`config.mk`:
```
export PLATFORM = sky130hd
export DESIGN_NAME = flash_cmd_ctrl
export DESIGN_NICKNAME = d
export VERILOG_FILES = /design/src/rtl/flash_cmd_ctrl.v
export VERILOG_INCLUDE_DIRS = /design/src /design/src/rtl
export SDC_FILE = /design/constraint.sdc
export NUM_CORES = 1
export LEC_CHECK = 0
export BUFFER_PORTS_ARGS = -buffer_cell sky130_fd_sc_hd__buf_2
export CAP_MARGIN = 20
export CORE_MARGIN = 2
export CORE_UTILIZATION = 35
export DETAILED_ROUTE_END_ITERATION = 10
export PLACE_DENSITY = 0.49
export SLEW_MARGIN = 0
export SYNTH_ARGS = -nofsm -noshare
export SYNTH_HDL_FRONTEND = slang
export SYNTH_SLANG_ARGS = --single-unit
```
`constraint.sdc`:
```
create_clock -name i_clk -period 2.9 [get_ports i_clk]
set_clock_uncertainty 0.05 [all_clocks]
set_input_delay 0.145 -clock i_clk [delete_from_list [all_inputs] [get_ports i_clk]]
set_output_delay 0.145 -clock i_clk [all_outputs]
set_load 0.1 [all_outputs]
```
`src/rtl/flash_cmd_consts.vh`:
```
// Opcodes, timing figures and field positions for the flash command interpreter
`ifndef FLASH_CMD_CONSTS_VH
`define FLASH_CMD_CONSTS_VH
`define OP_CHIP_ERASE_A 8'hC7
`define OP_CHIP_ERASE_B 8'h60
`define OP_DEEP_SLEEP 8'hB9
`define OP_RELEASE_SIG 8'hAB
`define OP_MFR_DEV_ID 8'h90
`define OP_IDENT_READ 8'h9F
`define OP_SECURE_ENTER 8'h3A
`define OP_WRITE_DISABLE 8'h04
`define OP_WRITE_ENABLE 8'h06
`define OP_STATUS_WRITE 8'h01
`define OP_STATUS_READ 8'h05
`define OP_SECTOR_ERASE 8'h20
`define OP_BLOCK_ERASE 8'hD8
`define OP_HALF_BLOCK_ERASE 8'h52
`define CLK_NS 50
`define SLEEP_ENTRY_NS 3000
`define SLEEP_ENTRY_CYC ((`SLEEP_ENTRY_NS + `CLK_NS - 1) / `CLK_NS)
`define WAKE_NS 3000
`define WAKE_CYC ((`WAKE_NS + `CLK_NS - 1) / `CLK_NS)
`define WAKE_SIG_NS 1800
`define WAKE_SIG_CYC ((`WAKE_SIG_NS + `CLK_NS - 1) / `CLK_NS)
`define ERASE_CYC_DEFAULT 40000000
`define SR_LOCK0_BIT 7
`define SR_EXTRA_LOCK_BIT 3
`define SR_LOCK1_BIT 2
`define SR_LOCK2_BIT 1
`define SR_WIP_BIT 0
`define SR_WEL_BIT 1
`define SEC_BASE_0 24'h07F000
`define SEC_BASE_1 24'h07E000
`define SEC_BASE_2 24'h07D000
`endif

```
`src/rtl/flash_cmd_ctrl.v`:
```
// Serial flash command interpreter: chip erase, deep sleep, identification, secure sectors
`timescale 1ns/1ps
`include "flash_cmd_consts.vh"
// Summary of operation
// - Chip erase on C7/60 needs latch set
// - Chip erase dropped unless select rises at bit 8
// - Select rise starts erase; busy flag; latch clears
// - Chip erase ignored when any block protected
// - B9 enters deep sleep; blocks writes there
// - Deep sleep ignores all but release command
// - Sleep entry exactly at bit 8, after delay
// - Sleep command rejected while busy
// - Reset always starts in standby
// - Release alone in standby waits wake delay then accepts
// - AB plus three dummies repeats signature MSB first
// - Release from sleep waits signature wake delay
// - Release command not decoded while busy, except to leave deep sleep
// - 90 with address gives maker/device code order
// - 9F shifts maker, type, capacity bytes
// - 9F not decoded while busy
// - 3A enters secure mode; status remapped
// - Secure mode rejects chip erase
// - Secure lock bits set once, never cleared
// - 04 exits secure mode
// - Quad mode sends bytes as two nibbles
module flash_cmd_ctrl #(
  parameter [7:0] SIGNATURE = 8'h12,
  parameter [7:0] MAKER_CODE = 8'h5A,
  parameter [7:0] MEM_TYPE = 8'h30,
  parameter [7:0] CAPACITY = 8'h13,
  parameter ERASE_CYC = `ERASE_CYC_DEFAULT
)
(
  // Clock and reset
  input wire i_clk,
  input wire i_rstn,
  // Serial pins from host
  input wire i_cs_n,
  input wire i_sclk,
  input wire [3:0] i_dq,
  // Serial data out (enable low while driving)
  output reg [3:0] o_dq,
  output reg [3:0] o_dq_oe_n,
  // Mode and protection inputs from neighbouring logic
  input wire i_quad_peripheral_mode,
  input wire i_any_block_protected,
  input wire i_write_enable_set,
  input wire i_other_busy,
  // State outputs
  output reg o_write_enable_latch,
  output reg o_write_in_progress,
  output reg o_deep_sleep,
  output reg o_secure_mode,
  output reg o_chip_erase_start,
  output reg [7:0] o_secure_status,
  output reg [2:0] o_sector_lock,
  output reg o_extra_lock_bit
);
  // ****************************************
  // Input synchronisers and edge detection
  // ****************************************
  reg [1:0] cs_sync_reg, clk_sync_reg;
  reg [3:0] dq_s1_reg, dq_s2_reg;
  reg cs_d_reg, clk_d_reg;
  // Two flops on every pin; the first stage is read by nothing else
  always @(posedge i_clk or negedge i_rstn)
  begin
    if (!i_rstn)
    begin
      cs_sync_reg <= 2'h3;
      clk_sync_reg <= 2'h0;
      dq_s1_reg <= 4'h0;
      dq_s2_reg <= 4'h0;
      cs_d_reg <= 1'b1;
      clk_d_reg <= 1'b0;
    end
    else
    begin
      cs_sync_reg <= {cs_sync_reg[0], i_cs_n};
      clk_sync_reg <= {clk_sync_reg[0], i_sclk};
      dq_s1_reg <= i_dq;
      dq_s2_reg <= dq_s1_reg;
      cs_d_reg <= cs_sync_reg[1];
      clk_d_reg <= clk_sync_reg[1];
    end
  end
  wire cs_n = cs_sync_reg[1];
  wire cs_rise = cs_n & ~cs_d_reg;
  wire sclk_rise = ~cs_n & clk_sync_reg[1] & ~clk_d_reg;
  wire sclk_fall = ~cs_n & ~clk_sync_reg[1] & clk_d_reg;

  // ****************************************
  // Frame shifter and decode
  // ****************************************
  reg [5:0] bits_reg;
  reg [7:0] op_reg;
  reg [31:0] shift_reg;
  reg [23:0] out_reg;
  reg [4:0] out_len_reg;
  reg [4:0] out_cnt_reg;
  reg out_on_reg;
  reg [15:0] wait_reg;
  reg sleep_pend_reg;
  reg [31:0] erase_cnt_reg;
  wire quad = i_quad_peripheral_mode;
  wire busy = o_write_in_progress | i_other_busy;
  // Quad mode moves a nibble per edge, MSB nibble first
  wire [5:0] step = quad ? 6'd4 : 6'd1;
  wire [31:0] shifted = quad ? {shift_reg[27:0], dq_s2_reg} : {shift_reg[30:0], dq_s2_reg[0]};
  wire [5:0] bits_next = (bits_reg > 6'd55) ? bits_reg : bits_reg + step;
  wire op_done = (bits_reg == 6'd8);
  wire accept = (wait_reg == 16'h0) & ~sleep_pend_reg;
  wire [7:0] op = op_reg;
  wire [23:0] out_rot = quad ? {out_reg[19:0], out_reg[23:20]} : {out_reg[22:0], out_reg[23]};
  // Wait figures are cut to the 16-bit wait counter; all of them fit with room to spare
  localparam [31:0] SLEEP_WAIT = `SLEEP_ENTRY_CYC;
  localparam [31:0] WAKE_WAIT = `WAKE_CYC;
  localparam [31:0] WAKE_SIG_WAIT = `WAKE_SIG_CYC;
  always @(posedge i_clk or negedge i_rstn)
  begin
    if (!i_rstn)
    begin
      bits_reg <= 6'h0;
      op_reg <= 8'h00;
      shift_reg <= 32'h0;
      out_on_reg <= 1'b0;
      out_reg <= 24'h0;
      out_len_reg <= 5'h0;
      out_cnt_reg <= 5'h0;
      o_dq <= 4'h0;
      o_dq_oe_n <= 4'hF;
    end
    else if (cs_n)
    begin
      bits_reg <= 6'h0;
      out_on_reg <= 1'b0;
      out_cnt_reg <= 5'h0;
      o_dq_oe_n <= 4'hF;
    end
    else
    begin
      if (sclk_rise)
      begin
        shift_reg <= shifted;
        bits_reg <= bits_next;
        if (bits_next == 6'd8)
          op_reg <= shifted[7:0];
        // Output begins once opcode plus any address/dummy bytes are in
        if (accept && !out_on_reg)
        begin
          // Decode from the incoming byte: the opcode register still holds the last frame's
          if (shifted[7:0] == `OP_IDENT_READ && bits_next == 6'd8 && !busy && !o_deep_sleep)
          begin
            out_on_reg <= 1'b1;
            out_reg <= {MAKER_CODE, MEM_TYPE, CAPACITY};
            out_len_reg <= 5'd24;
          end
          if (op_reg == `OP_RELEASE_SIG && bits_next == 6'd32 && !busy)
          begin
            out_on_reg <= 1'b1;
            out_reg <= {SIGNATURE, SIGNATURE, SIGNATURE};
            out_len_reg <= 5'd8;
          end
          if (op_reg == `OP_MFR_DEV_ID && bits_next == 6'd32 && !busy && !o_deep_sleep)
          begin
            out_on_reg <= 1'b1;
            out_reg <= shifted[0] ? {SIGNATURE, MAKER_CODE, SIGNATURE}
                                  : {MAKER_CODE, SIGNATURE, MAKER_CODE};
            out_len_reg <= 5'd16;
          end
        end
      end
      if (sclk_fall && out_on_reg)
      begin
        o_dq_oe_n <= quad ? 4'h0 : 4'hD;
        if (quad)
        begin
          o_dq <= out_reg[23:20];
          out_reg <= {out_reg[19:0], out_reg[23:20]};
        end
        else
        begin
          o_dq <= {2'b00, out_reg[23], 1'b0};
          out_reg <= {out_reg[22:0], out_reg[23]};
        end
        // Wrap so the byte sequence repeats until select rises
        if (out_cnt_reg + (quad ? 5'd4 : 5'd1) >= out_len_reg)
        begin
          out_cnt_reg <= 5'h0;
          // Rotate the two-byte pattern back so the pair order holds on repeat
          if (out_len_reg == 5'd24)
            out_reg <= {MAKER_CODE, MEM_TYPE, CAPACITY};
          else if (out_len_reg == 5'd16)
            out_reg <= {out_rot[23:16], out_rot[7:0], out_rot[15:8]};
        end
        else
          out_cnt_reg <= out_cnt_reg + (quad ? 5'd4 : 5'd1);
      end
    end
  end

  // ****************************************
  // Command execution on select rise
  // ****************************************
  wire erase_ok = op_done & (op == `OP_CHIP_ERASE_A | op == `OP_CHIP_ERASE_B);
  // Status write in secure mode: the data byte is the last eight bits shifted in
  wire cs_rush_lock = cs_rise & accept & o_secure_mode & ~busy & ~o_deep_sleep
                      & (op == `OP_STATUS_WRITE) & (bits_reg == 6'd16);
  always @(posedge i_clk or negedge i_rstn)
  begin
    if (!i_rstn)
    begin
      o_write_enable_latch <= 1'b0;
      o_write_in_progress <= 1'b0;
      o_deep_sleep <= 1'b0;
      o_secure_mode <= 1'b0;
      o_chip_erase_start <= 1'b0;
      o_sector_lock <= 3'h0;
      o_extra_lock_bit <= 1'b0;
      o_secure_status <= 8'h00;
      wait_reg <= 16'h0;
      sleep_pend_reg <= 1'b0;
      erase_cnt_reg <= 32'h0;
    end
    else
    begin
      o_chip_erase_start <= 1'b0;
      o_secure_status <= {o_sector_lock[0], 3'b000, o_extra_lock_bit, o_sector_lock[1],
                          o_sector_lock[2], o_write_in_progress};
      // One counter times sleep entry and both wake delays
      if (wait_reg != 16'h0)
        wait_reg <= wait_reg - 16'h1;
      if (sleep_pend_reg && wait_reg == 16'h1)
      begin
        o_deep_sleep <= 1'b1;
        sleep_pend_reg <= 1'b0;
      end
      // Latch drops halfway, well before the busy flag falls
      if (o_write_in_progress)
      begin
        if (erase_cnt_reg == 32'h1)
          o_write_in_progress <= 1'b0;
        if (erase_cnt_reg == ERASE_CYC / 2)
          o_write_enable_latch <= 1'b0;
        erase_cnt_reg <= erase_cnt_reg - 32'h1;
      end
      // The latch still sets in secure mode, though no command there checks it
      if (i_write_enable_set && !o_deep_sleep)
        o_write_enable_latch <= 1'b1;
      if (cs_rise && accept && op_done)
      begin
        if (o_deep_sleep)
        begin
          if (op == `OP_RELEASE_SIG)
          begin
            o_deep_sleep <= 1'b0;
            wait_reg <= WAKE_SIG_WAIT[15:0];
          end
        end
        // Commands act only on a select rise with nothing running
        else if (!busy)
        begin
          case (op)
            `OP_CHIP_ERASE_A, `OP_CHIP_ERASE_B:
              if (erase_ok && o_write_enable_latch && !i_any_block_protected
                  && !o_secure_mode)
              begin
                o_write_in_progress <= 1'b1;
                o_chip_erase_start <= 1'b1;
                erase_cnt_reg <= ERASE_CYC;
              end
            `OP_DEEP_SLEEP:
            begin
              sleep_pend_reg <= 1'b1;
              wait_reg <= SLEEP_WAIT[15:0];
            end
            `OP_RELEASE_SIG:
              wait_reg <= WAKE_WAIT[15:0];
            `OP_SECURE_ENTER:
              o_secure_mode <= 1'b1;
            `OP_WRITE_DISABLE:
            begin
              o_secure_mode <= 1'b0;
              o_write_enable_latch <= 1'b0;
            end
            default:
              wait_reg <= wait_reg;
          endcase
        end
      end
      // Lock bits only OR in ones, so they can never clear
      if (cs_rush_lock)
      begin
        o_sector_lock <= o_sector_lock | {shift_reg[1], shift_reg[2], shift_reg[7]};
        o_extra_lock_bit <= o_extra_lock_bit | shift_reg[3];
      end
    end
  end
endmodule // flash_cmd_ctrl

```
Yosys cells after proc, flatten, opt, wreduce, memory -nomap -nowiden:

Cells that the tools add are included.

* $add $sub $neg: 4
* order comparisons: 2
* equal/unequal tests: 19
* multiplexer cells: 74
* bitwise gates (word level): 24
* reductions and logical operators: 43

Operator list (number)
* 24-bit two-way mux: 9
* 32-bit two-way mux: 6
* 16-bit two-way mux: 6
* 8-bit == test (second input constant): 5
* 1-bit two-way mux: 34
* 32-bit by 1-bit == test with 1-bit output (second input constant): 1
* 32-bit by 25-bit == test with 1-bit output (second input constant): 1
* 16-bit case mux with 2 select lines: 1
* 32-bit by 1-bit subtractor with 32-bit output (second input constant): 1
* 5-bit two-way mux: 6
* 23-bit two-way mux: 1
* 6-bit two-way mux: 3
* 1-bit logical AND: 17
* 16-bit by 1-bit == test with 1-bit output (second input constant): 1
* 16-bit zero test: 1
* 4-bit two-way mux: 4
* 16-bit nonzero test: 1
* 16-bit by 1-bit subtractor with 16-bit output (second input constant): 1
* 1-bit AND: 13
* 6-bit by 4-bit == test with 1-bit output (second input constant): 2
* 4-bit AND reduction: 3
* 2-bit nonzero test: 6
* 5-bit == test (second input constant): 2
* 8-bit by 1-bit == test with 1-bit output (second input constant): 1
* other kinds (23): 40

* register bits: 142

Logic depth before layout (Yosys ltp):

Gate-level depths: netlist of the first run.

* depth in word-level cells: 13
* depth in mapped cells: 16

Least setup slack after synthesis of the first run:

OpenSTA, ideal clock, no wires.

* path kind: input -> register
* from: input port i_quad_peripheral_mode
* to: register out_reg[13]
* setup time: 0.127 ns
* data arrival time: 3.134 ns
* path slack: -0.411 ns
* cell stages on the path: 16
* buffers on the path: 3
* cell sequence: clkbuf_1 inv_1 ha_1 ha_1 a21o_1 nand2_1 xnor2_1 ha_1 nor4bb_1 a221oi_1 nand2b_1 clkbuf_1 clkbuf_1 nand2_1 a31oi_1 mux2i_1

* word-level cells in the longest chain between the ends: 11
* elaborated cells on any way between the ends: 29

RTL lines
* from (decl): line flash_cmd_ctrl.v:45 `input wire i_quad_peripheral_mode,`
* 3-bit two-way mux: line flash_cmd_ctrl.v:108, flash_cmd_ctrl.v:187
* 6-bit by 3-bit adder with 6-bit output: line flash_cmd_ctrl.v:110 `wire [5:0] bits_next = (bits_reg > 6'd55) ? bits_reg : bits_reg + step;`
* 6-bit two-way mux: line flash_cmd_ctrl.v:110
* 6-bit == test: line flash_cmd_ctrl.v:158, flash_cmd_ctrl.v:164
* 1-bit logical AND (on tied branches) (2 in series): line flash_cmd_ctrl.v:158, flash_cmd_ctrl.v:164
* 24-bit two-way mux / 1-bit logical AND (equally long branches): line flash_cmd_ctrl.v:158, flash_cmd_ctrl.v:164
* 24-bit two-way mux: line flash_cmd_ctrl.v:164 `` if (op_reg == `OP_MFR_DEV_ID && bits_next == 6'd32 && !busy && !o_deep_sleep) ``
* 24-bit two-way mux: line flash_cmd_ctrl.v:149 `if (accept && !out_on_reg)`
* 24-bit two-way mux: line flash_cmd_ctrl.v:142 `if (sclk_rise)`
* 24-bit two-way mux: line flash_cmd_ctrl.v:173 `if (sclk_fall && out_on_reg)`
* to (signal assigned): line flash_cmd_ctrl.v:155 `out_reg <= {MAKER_CODE, MEM_TYPE, CAPACITY};`
* to (signal assigned): line flash_cmd_ctrl.v:167 `out_reg <= shifted[0] ? {SIGNATURE, MAKER_CODE, SIGNATURE}`
* to (signal assigned): line flash_cmd_ctrl.v:179 `out_reg <= {out_reg[19:0], out_reg[23:20]};`
* to (decl): line flash_cmd_ctrl.v:98 `reg [23:0] out_reg;`

Several ways; a longest one is shown, not always the timed one. The select of a mux whose other input is x is not followed.
A chain may end at the register's enable or synchronous reset.

Worst setup path after layout of the first run:

* from: register out_cnt_reg[0]
* to: register out_reg[0]

* word-level cells in the longest chain between the ends: 4

RTL lines
* from (decl): line flash_cmd_ctrl.v:100 `reg [4:0] out_cnt_reg;`
* from (signal assigned): line flash_cmd_ctrl.v:197 `out_cnt_reg <= out_cnt_reg + (quad ? 5'd4 : 5'd1);`
* 5-bit by 3-bit adder with 5-bit output: line flash_cmd_ctrl.v:187 `if (out_cnt_reg + (quad ? 5'd4 : 5'd1) >= out_len_reg)`
* 5-bit >= comparator: line flash_cmd_ctrl.v:187
* 24-bit two-way mux: line flash_cmd_ctrl.v:187
* 24-bit two-way mux: line flash_cmd_ctrl.v:173
* to (signal assigned): line flash_cmd_ctrl.v:179
* to (signal assigned): line flash_cmd_ctrl.v:192 `out_reg <= {MAKER_CODE, MEM_TYPE, CAPACITY};`
* to (signal assigned): line flash_cmd_ctrl.v:194 `out_reg <= {out_rot[23:16], out_rot[7:0], out_rot[15:8]};`

Every way passes these cells.

==> flow_results.org, run 1 <==
** Placement
- At the end of routability-driven placement, the weighted congestion stood at about 0.83.
- Instance area after placement :: 7600 µm²
- The number of placed instances, taps included, is slightly below 1,000.
- Post-detail-place hpwl :: 11,600 µm
- The count of buffers added on input and output ports is 33.

** Yosys
- Library cell with the largest summed area after synthesis :: sky130_fd_sc_hd__dfrtp_1
- In the post-synthesis netlist, the biggest area contributors are sky130_fd_sc_hd__dfrtp_1 48%, sky130_fd_sc_hd__nor2_1 4.0%, sky130_fd_sc_hd__nand2_1 3.6%.
- Post-synth top cells :: 132 x sky130_fd_sc_hd__dfrtp_1, 74 x sky130_fd_sc_hd__nor2_1, 66 x sky130_fd_sc_hd__nand2_1
- Library cell with the highest instance count after synthesis :: sky130_fd_sc_hd__dfrtp_1
- Share of the synthesized area in the top cell type :: about half
- Synthesis instantiated 70 different standard cells from the library.
- Post-Syn Area per Cell :: 10.3 µm²
- After synthesis, the share of flip-flops with an asynchronous set or reset is between 90% and 100%.
- Sequential fraction of the synthesis area :: 49.9%
- Synthesis produced roughly 670 cells.
- Yosys printed 0 warnings.
- In this run, synthesis produced a sequential element count of ~140.
- Most used flip-flop cell after synthesis :: sky130_fd_sc_hd__dfrtp_1
- Number of flops mapped to enable cells by yosys :: 0
- The synthesized netlist occupies a cell area of 6880 µm².

** Global routing
- The via count of the first global-routing pass is about 5,300.
- Largest net degree at the start of global routing :: 84
- Number of antenna violations at the first check in global routing :: 0
- Overall routing resource usage :: 17.3%
- Overflow left after global routing :: 0
- Global-route wire length before repair :: approximately 28,000 µm

** Power
- The design draws 0.00437 W.
- Reported leakage power :: approximately 3.6 nW
- VDD sags by at most between 0.4 and 0.5 mV.
- Dividing total power by cell area gives a power density of ~520 nW/µm².

** Critical path
- For this design, the slowest cell found on the critical path is sky130_fd_sc_hd__dfrtp_1.
- The number of buffers and inverters on the critical path is 1.
- Setup CP Type :: flop to flop
- Arrival time of data at the critical path endpoint :: between 3000 and 4000 ps
- STA classifies the critical path startpoint as a flop.
- Cell repeated most along the worst path :: sky130_fd_sc_hd__ha_4
- For flop-to-flop paths, the worst setup slack is around 50 ps.
- The cell family contributing the most delay on the critical path is simple AND/OR/NAND/NOR gates.
- Maximum fanout along the worst path :: 8
- In this design, the stage delay of the slowest critical-path cell is about 420 ps.
- The worst setup path is captured at a flop.
- Cells traversed along the worst timing path :: ha_4 -> ha_4 -> a21o_1 -> nand2_2 -> xnor2_2 -> ha_1 -> nor4bb_4 -> a221oi_2 -> nand2b_4 -> buf_6 -> or3_1 -> a31oi_1 -> mux2i_1
- At the worst endpoint, the required time is about 3100 ps.

** Routing
- After detailed routing, the number of remaining DRC violations is 0.
- Post-DR vias/cell :: ~5.2
- Total detailed-routing wirelength :: between 15,000 and 20,000 µm
- Count of routing violations after the opening detailed-route iteration :: around 300
- Detailed routing inserted a total of about 5,300 vias.
- In the final routed layout, each cell accounts on average for roughly 16 µm.
- Router iterations before antenna repair :: 5
- Detail Route Antenna Nets :: 0

** STA
- The worst path uses between 90% and 100% of the clock period.
- The final hold violation count came to 0.
- Headroom to the max-slew limit came out at a little over half.
- Final count of negative-setup-slack endpoints :: 0
- Post-layout min period :: 2850 ps
- Static timing analysis puts the maximum clock frequency at between 300 and 400 MHz.
- At the pin with the least slew margin, the transition time is approximately 700 ps.
- For the final routed database, the setup TNS stands at 0 ps.
- Hold timing on the final database bottoms out at a slack of roughly 170 ps.
- Count of pins over their slew limit :: 0
- Unrepaired setup endpoints after global routing :: yes

** Clock tree
- After clock tree synthesis, the clock-pin slew on the worst setup and hold paths is 60 ps.
- TritonCTS built the clock tree.
- The later pin in the worst-skew pair is clocked with a latency of about 420 ps.
- Clock tree synthesis inserted a total of 17 buffers.
- Number of buffers between clock root and the deepest sink :: 2
- In this run the clock root is driven by a sky130_fd_sc_hd__clkbuf_16.
- Number of clock sinks :: 137
- CTS built an H-tree with a depth of 4.

** Hold path
- The path class of the tightest hold or removal check is primary input to flop.

** Floorplanning
- Top-Level Pins :: 37
- Std cell rows :: between 50 and 60
- The floorplan step set the die height to 144 µm.
- Total Die Area :: between 20,000 and 25,000 µm²
- Core ar. :: 19,400 µm²
- Once the floorplan was initialized, standard cells occupied 35.5% of the core.
- Floorplan die width :: between 100 and 150 µm

** Finish
- Layout fillers :: roughly 1,900
- Of the cells placed in the final design, the portion with a size suffix greater than 1 is a little under a quarter.
- Flip-flop count of the largest register after layout :: 32
- Final Non-Filler Cells :: a little over 1,000
- Antenna diodes :: 0
- The final layout contains between 700 and 800 nets.
- The area growth from synthesis to layout is 21.8%.
- The finished cells cover 8370 µm².

** Status
- Status :: complete, no violations

** Flow run
- Maximum Capacitance Violations :: 0
cell type report:
| class | count | area, µm² | share of cell area, % |
|---|---|---|---|
| clock inverter | 15 | 104 | 1.24 |
| inverter | 14 | 52.6 | 0.628 |
| timing repair buffer | 92 | 648 | 7.74 |
| multi-input combinational | 489 | 3380 | 40.3 |
| sequential | 137 | 3430 | 41.0 |
| tap | 265 | 332 | 3.96 |
| clock buffer | 17 | 425 | 5.08 |
worst register-to-register path, delay by kind of cell (launching register included):
| kind | cells | cell delay [ps] |
|---|---|---|
| AO/OA/AOI/OAI | 3 | 440 |
| XOR/XNOR | 1 | 70 |
| adder cells (fa/ha/maj) | 3 | 650 |
| buffers and inverters | 1 | 140 |
| flip-flops | 1 | 420 |
| multiplexers | 1 | 110 |
| AND/OR/NAND/NOR | 4 | 840 |
cells in the final DEF, fill, tap and decap left out, types with 9 or more instances in the layout:
cell type,netlist,routed
sky130_fd_sc_hd__dfrtp_1,132,132
sky130_fd_sc_hd__nor2_1,74,73
sky130_fd_sc_hd__nand2_1,66,64
sky130_fd_sc_hd__buf_4,5,48
sky130_fd_sc_hd__buf_2,4,33
sky130_fd_sc_hd__a21oi_1,32,30
sky130_fd_sc_hd__nor3_1,25,25
sky130_fd_sc_hd__xnor2_1,25,24
sky130_fd_sc_hd__xor2_1,21,21
sky130_fd_sc_hd__mux2i_1,20,20
sky130_fd_sc_hd__nand3_1,19,19
sky130_fd_sc_hd__o21ai_0,18,18
sky130_fd_sc_hd__clkbuf_16,0,17
sky130_fd_sc_hd__mux2_2,16,14
sky130_fd_sc_hd__inv_1,13,12
sky130_fd_sc_hd__nor4_1,12,12
sky130_fd_sc_hd__ha_1,14,11
sky130_fd_sc_hd__a31oi_1,10,10
sky130_fd_sc_hd__nand4_1,9,9
layer usage:
metal | vias to the layer above | GRT usage, % | wire, µm
met1 | 2662 | 22.6 | 7880
met3 | 18 | 4.21 | 467
met2 | 76 | 28.3 | 8290
met5 | - | 0 | 0
met4 | 0 | 5.77 | 308
li1 | 2561 | - | -
final timing paths:
check                           depth (start not counted)                       start                         end
worst max register to register                         13  out_cnt_reg[0]$_DFFE_PN0P_      out_reg[0]$_DFFE_PN0P_
max in group asynchronous                               3                      i_rstn      dq_s2_reg[2]$_DFF_PN0_
min in group asynchronous                               2                      i_rstn    wait_reg[14]$_DFFE_PN0P_
worst max-delay path                                   13  out_cnt_reg[0]$_DFFE_PN0P_      out_reg[0]$_DFFE_PN0P_
worst min-delay path                                    5                i_other_busy  out_len_reg[4]$_DFFE_PN0P_
worst min register to register                          0      dq_s1_reg[3]$_DFF_PN0_      dq_s2_reg[3]$_DFF_PN0_
kinds of logic after synthesis:
family | share of synthesized area [%]
DFF | 49.9
other | 0.0545
muxes | 6.84
and+or+nand+nor | 21.0
AOI/OAI and AO/OA | 10.8
adders and majority gates | 2.55
buffers and inverters | 2.91
xor gates and xnor gates | 5.86
report_power, final:
part | switching [W] | total [W] | internal, W
sequential | 0.0000821 | 0.00207 | 0.00198
clock | 0.000882 | 0.00197 | 0.00109
combinational | 0.000198 | 0.000330 | 0.000132
total | 0.00116 | 0.00437 | 0.00320
what timing repair did:
action,in CTS,in global routing
gates resized for setup,9,13
setup endpoints to repair,23,24
hold buffers,8,0
endpoints found under the hold margin,56,0
cloned,1,0
setup buffers,2,5
pin swaps,4,6
through the flow:
step	utilization, %	setup slack [ps]
after detailed placement	39.2	-229
after floorplan	-	2.47
after global placement	39.2	-37.3
final	43.2	50.7
after CTS	42.7	7.85
after global routing	43.2	-82.5
(Power assumes the default switching activity.)
==> inputs of run 2 (changes only) <==
- CELL_PAD_IN_SITES_DETAIL_PLACEMENT: default -> 0
- CELL_PAD_IN_SITES_GLOBAL_PLACEMENT: default -> 1
- PLACE_DENSITY: 0.49 -> 0.58
- clock period: 2.9 -> 3.5 ns (I/O delays scaled with it)
==> flow_results.org, run 2 (synthesized netlist as in run 1, its figures left out) <==
** Global routing
- Number of antenna violations at the first check in global routing :: 0
- Via count of the first global-routing pass :: around 5,200
- Global-route wire length before repair :: ~27,000 µm
- Entering global routing, the biggest net connects 96 pins.
- Global routing used 16.8% of the available tracks.
- For this run the aggregate overflow at the end of global routing stands at 0.

** Placement
- Quantity of I/O buffers inserted on ports :: 33
- At the end of routability-driven placement, the weighted congestion stood at ~0.8.
- Summed over all nets, the half-perimeter wirelength after detailed placement is between 10,000 and 15,000 µm.
- Cell total after placement :: roughly 950

** Finish
- After the flow finishes, the layout carries non-filler instances totaling between 900 and 1,000.
- Number of nets in the layout :: about 740
- From synthesis to final layout, the design area changed by 17.5%.
- 0 antenna diodes ended up in the layout.
- The top cell types in the final layout, fill and taps aside, are 132 x sky130_fd_sc_hd__dfrtp_1, 73 x sky130_fd_sc_hd__nor2_1, 66 x sky130_fd_sc_hd__nand2_1, 32 x sky130_fd_sc_hd__buf_2, 31 x sky130_fd_sc_hd__a21oi_1.
- Most common library cell in the layout ignoring fill and taps :: sky130_fd_sc_hd__dfrtp_1
- Fraction of layout cells with a size suffix above 1 :: between 15 and 20%
- Layout fillers :: roughly 1,900
- Flip-flop count of the largest register after layout :: 32

** Critical path
- CP startpoint :: i_quad_peripheral_mode
- The cell that appears most often on the critical path is sky130_fd_sc_hd__ha_1.
- Arrival time of data at the critical path endpoint :: 3570 ps
- The worst setup path is of the primary input to flop kind.
- Reg-to-reg critical path startpoint :: out_cnt_reg[0]$_DFFE_PN0P_
- STA classifies the critical path endpoint as a flop.
- Cell class contributing the biggest share of worst-path delay :: buffers and inverters
- Of all nets on the critical path, the largest fanout is 11.
- Max incr delay on CP :: about 520 ps
- Count of buffering cells on the critical path with inverters included :: 4
- Cells traversed along the worst timing path :: dlygate4sd3_1 -> buf_2 -> inv_1 -> ha_1 -> ha_1 -> a21o_1 -> nand2_1 -> xnor2_1 -> ha_1 -> nor4bb_2 -> a221oi_2 -> nand2b_4 -> buf_4 -> nand2_1 -> a31oi_1 -> mux2_2
- Data on the critical path is required at its endpoint by 3800 ps.
- Critical path startpoint category :: primary input
- Cell type of the slowest stage on the worst timing path :: sky130_fd_sc_hd__dlygate4sd3_1

** Routing
- Post-route DRC violation count :: 0
- Count of routing violations after the opening detailed-route iteration :: between 300 and 400
- Router iterations before antenna repair :: 4
- The routed layout has about 5,100 vias.
- Top layer used by detailed routing :: met4
- Dividing the detail-routed via count by the number of cells gives 5.16.
- Detail Route Antenna Nets :: 0
- Detailed route wirelength on metal2 :: slightly above 8000 µm
- The detailed router put a total of 7540 µm of wire on met1.
- After detailed routing, the average wire length per cell comes to approximately 16 µm.
- Total detailed-routing wirelength :: 16,400 µm
- In the detailed route, the total length drawn on met3 is about 500 µm.

** Floorplanning
- Row generation in the floorplan step produced 51 rows.
- The die is ~140 µm wide.
- The die covers roughly 21,000 µm².
- For this design the top-level I/O count stands at 37.
- The core region is 19,400 µm².
- For this configuration, the core starts out at a cell density of between 30% and 40%.
- The die is ~140 µm tall.

** STA
- Max-slew headroom :: roughly 38%
- Upper clock frequency limit :: 306 MHz
- Setup repair after global routing left no endpoint under its margin.
- Setup violations remaining at the end of the flow were counted as 0.
- The final hold violation count is 0.
- Post-layout min period :: 3270 ps
- Accumulated negative setup slack :: 0 ps
- Count of pins over their slew limit :: 0
- The worst path uses roughly 93% of the clock period.
- At the pin with the least slew margin, the transition time is between 900 and 1000 ps.

** Power
- Summed over all cells, the static leakage comes to 3.41 nW.
- Worst VDD drop :: a little over 0.3 mV
- Power density relative to cell area :: approximately 470 nW/µm²

** Clock tree
- Clock-pin slew was measured on the worst setup and hold paths at 60 ps.
- Number of buffers added by the clock tree synthesis step :: 17
- Number of clock sinks :: approximately 140
- Clock root buffer :: sky130_fd_sc_hd__clkbuf_16
- Clock tree from TritonCTS :: yes
- CTS built an H-tree with a depth of 4.
- In this run the post-CTS setup repair buffer count came out at 0.
- Clock latency on the worst-skew pair, taken at its later pin, is 420 ps.
- Counting along the longest clock path gives a buffer depth of 2.

** Hold path
- Worst min-delay path startpoint :: i_other_busy
- The worst hold path belongs to the class primary input to flop.

** Status
- The run finished with clean final reports.

** Flow run
- Across the run, the number of max-cap violations was 0.
run 2: changes by cell type in the layout (fill, tap and decap cells not counted), moves of 2 or more:
cell / before / now
sky130_fd_sc_hd__mux2_2: 14 / 16
sky130_fd_sc_hd__clkinvlp_4: 7 / 5
sky130_fd_sc_hd__clkinv_2: 5 / 3
sky130_fd_sc_hd__mux2_4: 2 / 0
sky130_fd_sc_hd__ha_1: 11 / 14
sky130_fd_sc_hd__ha_4: 3 / 0
sky130_fd_sc_hd__nand2_1: 64 / 66
sky130_fd_sc_hd__buf_4: 48 / 15
sky130_fd_sc_hd__bufinv_16: 0 / 2
sky130_fd_sc_hd__nand2_2: 2 / 0
run 2: final timing paths:
path / to / slack, ps / depth (start not counted)
worst max-delay path: out_reg[9]$_DFFE_PN0P_ / 230 / 16
worst min-delay path: out_len_reg[4]$_DFFE_PN0P_ / 210 / 5
worst max register to register: out_reg[9]$_DFFE_PN0P_ / 360 / 13
worst min register to register: dq_s2_reg[3]$_DFF_PN0_ / 300 / 0
max in group asynchronous: o_dq_oe_n[2]$_DFFE_PN1P_ / 2270 / 3
min in group asynchronous: wait_reg[6]$_DFFE_PN0P_ / 360 / 2
run 2: area by class of cell:
type                       instances  area, µm²  share of cell area [%]
multi-input combinational        489       3280                    40.6
tap                              265        332                    4.10
timing repair buffer              58        394                    4.88
clock buffer                      18        439                    5.43
clock inverter                    14        148                    1.83
sequential                       137       3430                    42.5
inverter                          14       52.6                   0.650
run 2: power breakdown:
| group | internal, W | switching [W] | total (W) |
|---|---|---|---|
| Combinational | 0.000101 | 0.000161 | 0.000262 |
| Sequential | 0.00164 | 0.0000690 | 0.00171 |
| Clock | 0.00107 | 0.000719 | 0.00179 |
| Total | 0.00282 | 0.000949 | 0.00376 |
run 2: through the flow:
stage | setup slack [ps] | total power (W) | hold slack, ps | area (µm²) | utilization (%)
2_1_floorplan | 159 | 0.00190 | -171 | 6890 | -
3_3_place_gp | 247 | 0.00199 | 233 | 7380 | 38.0
3_5_place_dp | 179 | 0.00200 | 234 | 7380 | 38.0
4_1_cts | 61.1 | 0.00382 | 208 | 8060 | 41.5
5_1_grt | 26.2 | 0.00393 | 238 | 8080 | 41.7
6_report | 233 | 0.00376 | 215 | 8080 | 41.7
run 2: timing repair:
action	in CTS	in global routing
endpoints found under the hold margin	102	0
gates resized for setup	0	7
hold buffers	9	0
setup endpoints to repair	0	23
run 2: routing by layer:
metal	track usage (%)	up-vias
li1	-	2500
met1	21.6	2540
met2	28.3	82
met3	3.68	16
met4	5.62	0
met5	0	-
run 2: worst register-to-register path: cells and delay by family, from the launching register on:
kind | cells | cell delay (ps)
AO/OA/AOI/OAI | 3 | 770
adder cells (fa/ha/maj) | 3 | 750
AND/OR/NAND/NOR | 4 | 580
flip-flops | 1 | 390
buffers and inverters | 1 | 190
multiplexers | 1 | 190
XOR/XNOR | 1 | 150
==> inputs of run 3 (changes only) <==
==> constraint.sdc (replaced) <==
create_clock -name i_clk -period 3.5 [get_ports i_clk]
set_clock_uncertainty 0.05 [all_clocks]
set_input_delay 0.35 -clock i_clk [delete_from_list [all_inputs] [get_ports i_clk]]
set_output_delay 0.35 -clock i_clk [all_outputs]
set_load 0.1 [all_outputs]
==> flow_results.org, run 3 (synthesized netlist as in run 1, its figures left out) <==
** Floorplanning
- Total Die Area :: 20,800 µm²
- Core ar. :: ~19,000 µm²
- For this design the top-level I/O count stands at 37.
- In this run the horizontal extent of the chip is 144 µm.
- After floorplanning, the core was divided into slightly above 50 placement rows.
- Starting Density :: between 30% and 40%
- Measured along the y axis, the die boundary spans approximately 140 µm.

** Routing
- Detail Route Antenna Nets :: 0
- Count of routing violations after the opening detailed-route iteration :: approximately 200
- Total detailed-routing wirelength :: 16,200 µm
- Router iterations before antenna repair :: 4
- Routed length per placed instance :: approximately 16 µm
- Via count :: 5,124
- Post-DR vias/cell :: a little over 5
- After detailed routing, the number of remaining DRC violations is 0.

** Critical path
- Cell repeated most along the worst path :: sky130_fd_sc_hd__ha_1
- Critical path startpoint category :: flop
- Cell type of the slowest stage on the worst timing path :: sky130_fd_sc_hd__nor2_1
- STA classifies the critical path endpoint as a flop.
- In this run the critical register-to-register path is captured at out_reg[14]$_DFFE_PN0P_.
- Cells traversed along the worst timing path :: ha_1 -> ha_1 -> a21o_1 -> nand2_1 -> xnor2_1 -> ha_1 -> nor4bb_1 -> a221oi_1 -> nor2_1 -> mux2i_1 -> o22ai_1 -> mux2_2
- Maximum fanout along the worst path :: 9
- At the worst endpoint, the arrival time is 3470 ps.
- Measured in cells, the most critical reg-to-reg path has a length of 12.
- The largest single stage delay on the critical path is around 640 ps.
- Setup CP Type :: flop to flop
- Required arrival time at the worst endpoint :: about 3800 ps
- CP startpoint :: out_cnt_reg[0]$_DFFE_PN0P_
- Worst reg-to-reg setup slack :: 280 ps
- In this run the critical register-to-register path is launched from out_cnt_reg[0]$_DFFE_PN0P_.

** Power
- Dividing total power by cell area gives a power density of between 400 and 500 nW/µm².
- Power comes to about 0.0038 W.
- The worst-case IR drop observed on VDD is 0.301 mV.
- The analysis attributes to cell leakage a power of roughly 3.4 nW.

** Hold path
- The worst hold path terminates at o_write_enable_latch$_DFF_PN0_.
- The startpoint identified for the worst hold timing path is i_write_enable_set.
- Hold Crit Depth :: 3
- The path class of the tightest hold or removal check is primary input to flop.

** Clock tree
- Number of clock sinks :: 137
- Gates resized during post-CTS repair numbered 0.
- Number of buffers added by the clock tree synthesis step :: 17
- H-Tree Level Count :: 4
- The clock passes through at most 2 buffers.
- Later-pin clock latency in the skew report :: about 420 ps
- TritonCTS built the clock tree.
- The tree is rooted in a sky130_fd_sc_hd__clkbuf_16.
- Clock input transition at the sequential cells of the worst setup and hold paths :: approximately 60 ps

** Global routing
- Global-route wire length before repair :: 27,100 µm
- The initial antenna violation count is 0.
- The via count of the first global-routing pass was roughly 5,000.
- Largest net degree at the start of global routing :: just over 60
- Overall routing resource usage :: 16.7%
- The total overflow left after global routing is 0.

** STA
- Adding up every negative setup slack in the final design gives 0 ps.
- For the pin with the worst max-slew slack, the measured transition is 798 ps.
- Post-layout min period :: 3220 ps
- Upper clock frequency limit :: about 310 MHz
- Setup repair after global routing left no endpoint under its margin.
- Final count of negative-setup-slack endpoints :: 0
- Max-slew headroom :: 46.6%
- The count of final max-slew check failures came to 0.
- Share of the clock period used by the worst path :: between 90 and 100%
- Hold violation count in the final report :: 0

** Placement
- Instance area after placement :: ~7400 µm²
- Summed over all nets, the half-perimeter wirelength after detailed placement is approximately 11,000 µm.
- Final GP Congestion :: slightly below 0.8
- Buffers placed on the I/O ports in this run total 33.

** Status
- The flow ran to the end, and the final reports show no timing, DRC or antenna violations.

** Finish
- Final non-filler cell area :: around 8000 µm²
- In the layout the commonest cells are 132 x sky130_fd_sc_hd__dfrtp_1, 74 x sky130_fd_sc_hd__nor2_1, 66 x sky130_fd_sc_hd__nand2_1, 32 x sky130_fd_sc_hd__a21oi_1, 32 x sky130_fd_sc_hd__buf_2.
- Number of nets in the layout :: approximately 750
- Layout area overhead :: 17.6%
- The number of antenna diodes in the final layout is 0.
- Cells with a size suffix above 1 make up approximately 18% of the layout.
- Leaving out fill and tap cells, the most frequent cell in the layout is sky130_fd_sc_hd__dfrtp_1.
- The register with the most flip-flops in the layout has 32 of them.
- Fin util :: a little over two fifths

** Flow run
- Max-cap violations in this run came to 0.
run 3: power breakdown:
group	internal (W)	total (W)	switching, W
Combinational	0.000102	0.000262	0.000160
Sequential	0.00164	0.00171	0.0000697
Clock	0.00114	0.00186	0.000715
Total	0.00289	0.00383	0.000944
run 3: critical path: cells and delay by family, from the launching register on:
kind                       cells  cell delay, ps
and+or+nand+nor                3             920
xor gates and xnor gates       1              90
muxes                          2             540
DFF                            1             380
adders and majority gates      3             740
AOI/OAI and AO/OA              3             400
run 3: what timing repair did:
action / CTS / global route
buffers inserted: 0 / 0
hold endpoints to repair: 64 / 0
hold buffers: 7 / 0
run 3: routing by layer:
metal | wire [µm] | part of all wire [%] | GRT usage (%) | up-vias
met5 | 0 | 0 | 0 | -
met3 | 427 | 2.6 | 4.01 | 13
met1 | 7560 | 47 | 21.3 | 2545
li1 | - | - | - | 2508
met2 | 8080 | 50 | 28.6 | 58
met4 | 155 | 0.96 | 4.45 | 0
run 3: worst max-delay path by stage:
stage                              end  cells after the start
2_1_floorplan  out_reg[17]$_DFFE_PN0P_                     14
3_3_place_gp   out_reg[11]$_DFFE_PN0P_                     14
3_5_place_dp   out_reg[11]$_DFFE_PN0P_                     14
4_1_cts        out_reg[14]$_DFFE_PN0P_                     12
5_1_grt        out_reg[11]$_DFFE_PN0P_                     12
6_report       out_reg[14]$_DFFE_PN0P_                     12
run 3: area by class of cell:
type	instances	area [µm²]
timing repair buffer	60	404
multi-input combinational	489	3260
tap	265	332
inverter	14	52.6
clock buffer	18	439
fill	1918	11300
sequential	137	3430
clock inverter	14	173
run 3: metrics by stage:
stage               std cells  setup slack [ps]  hold slack, ps
floorplan                 671              66.4            4.41
global placement          958               167             283
detailed placement        958               107             286
CTS                       997               281             155
global route              997              40.5             169
finish                    997               280             172
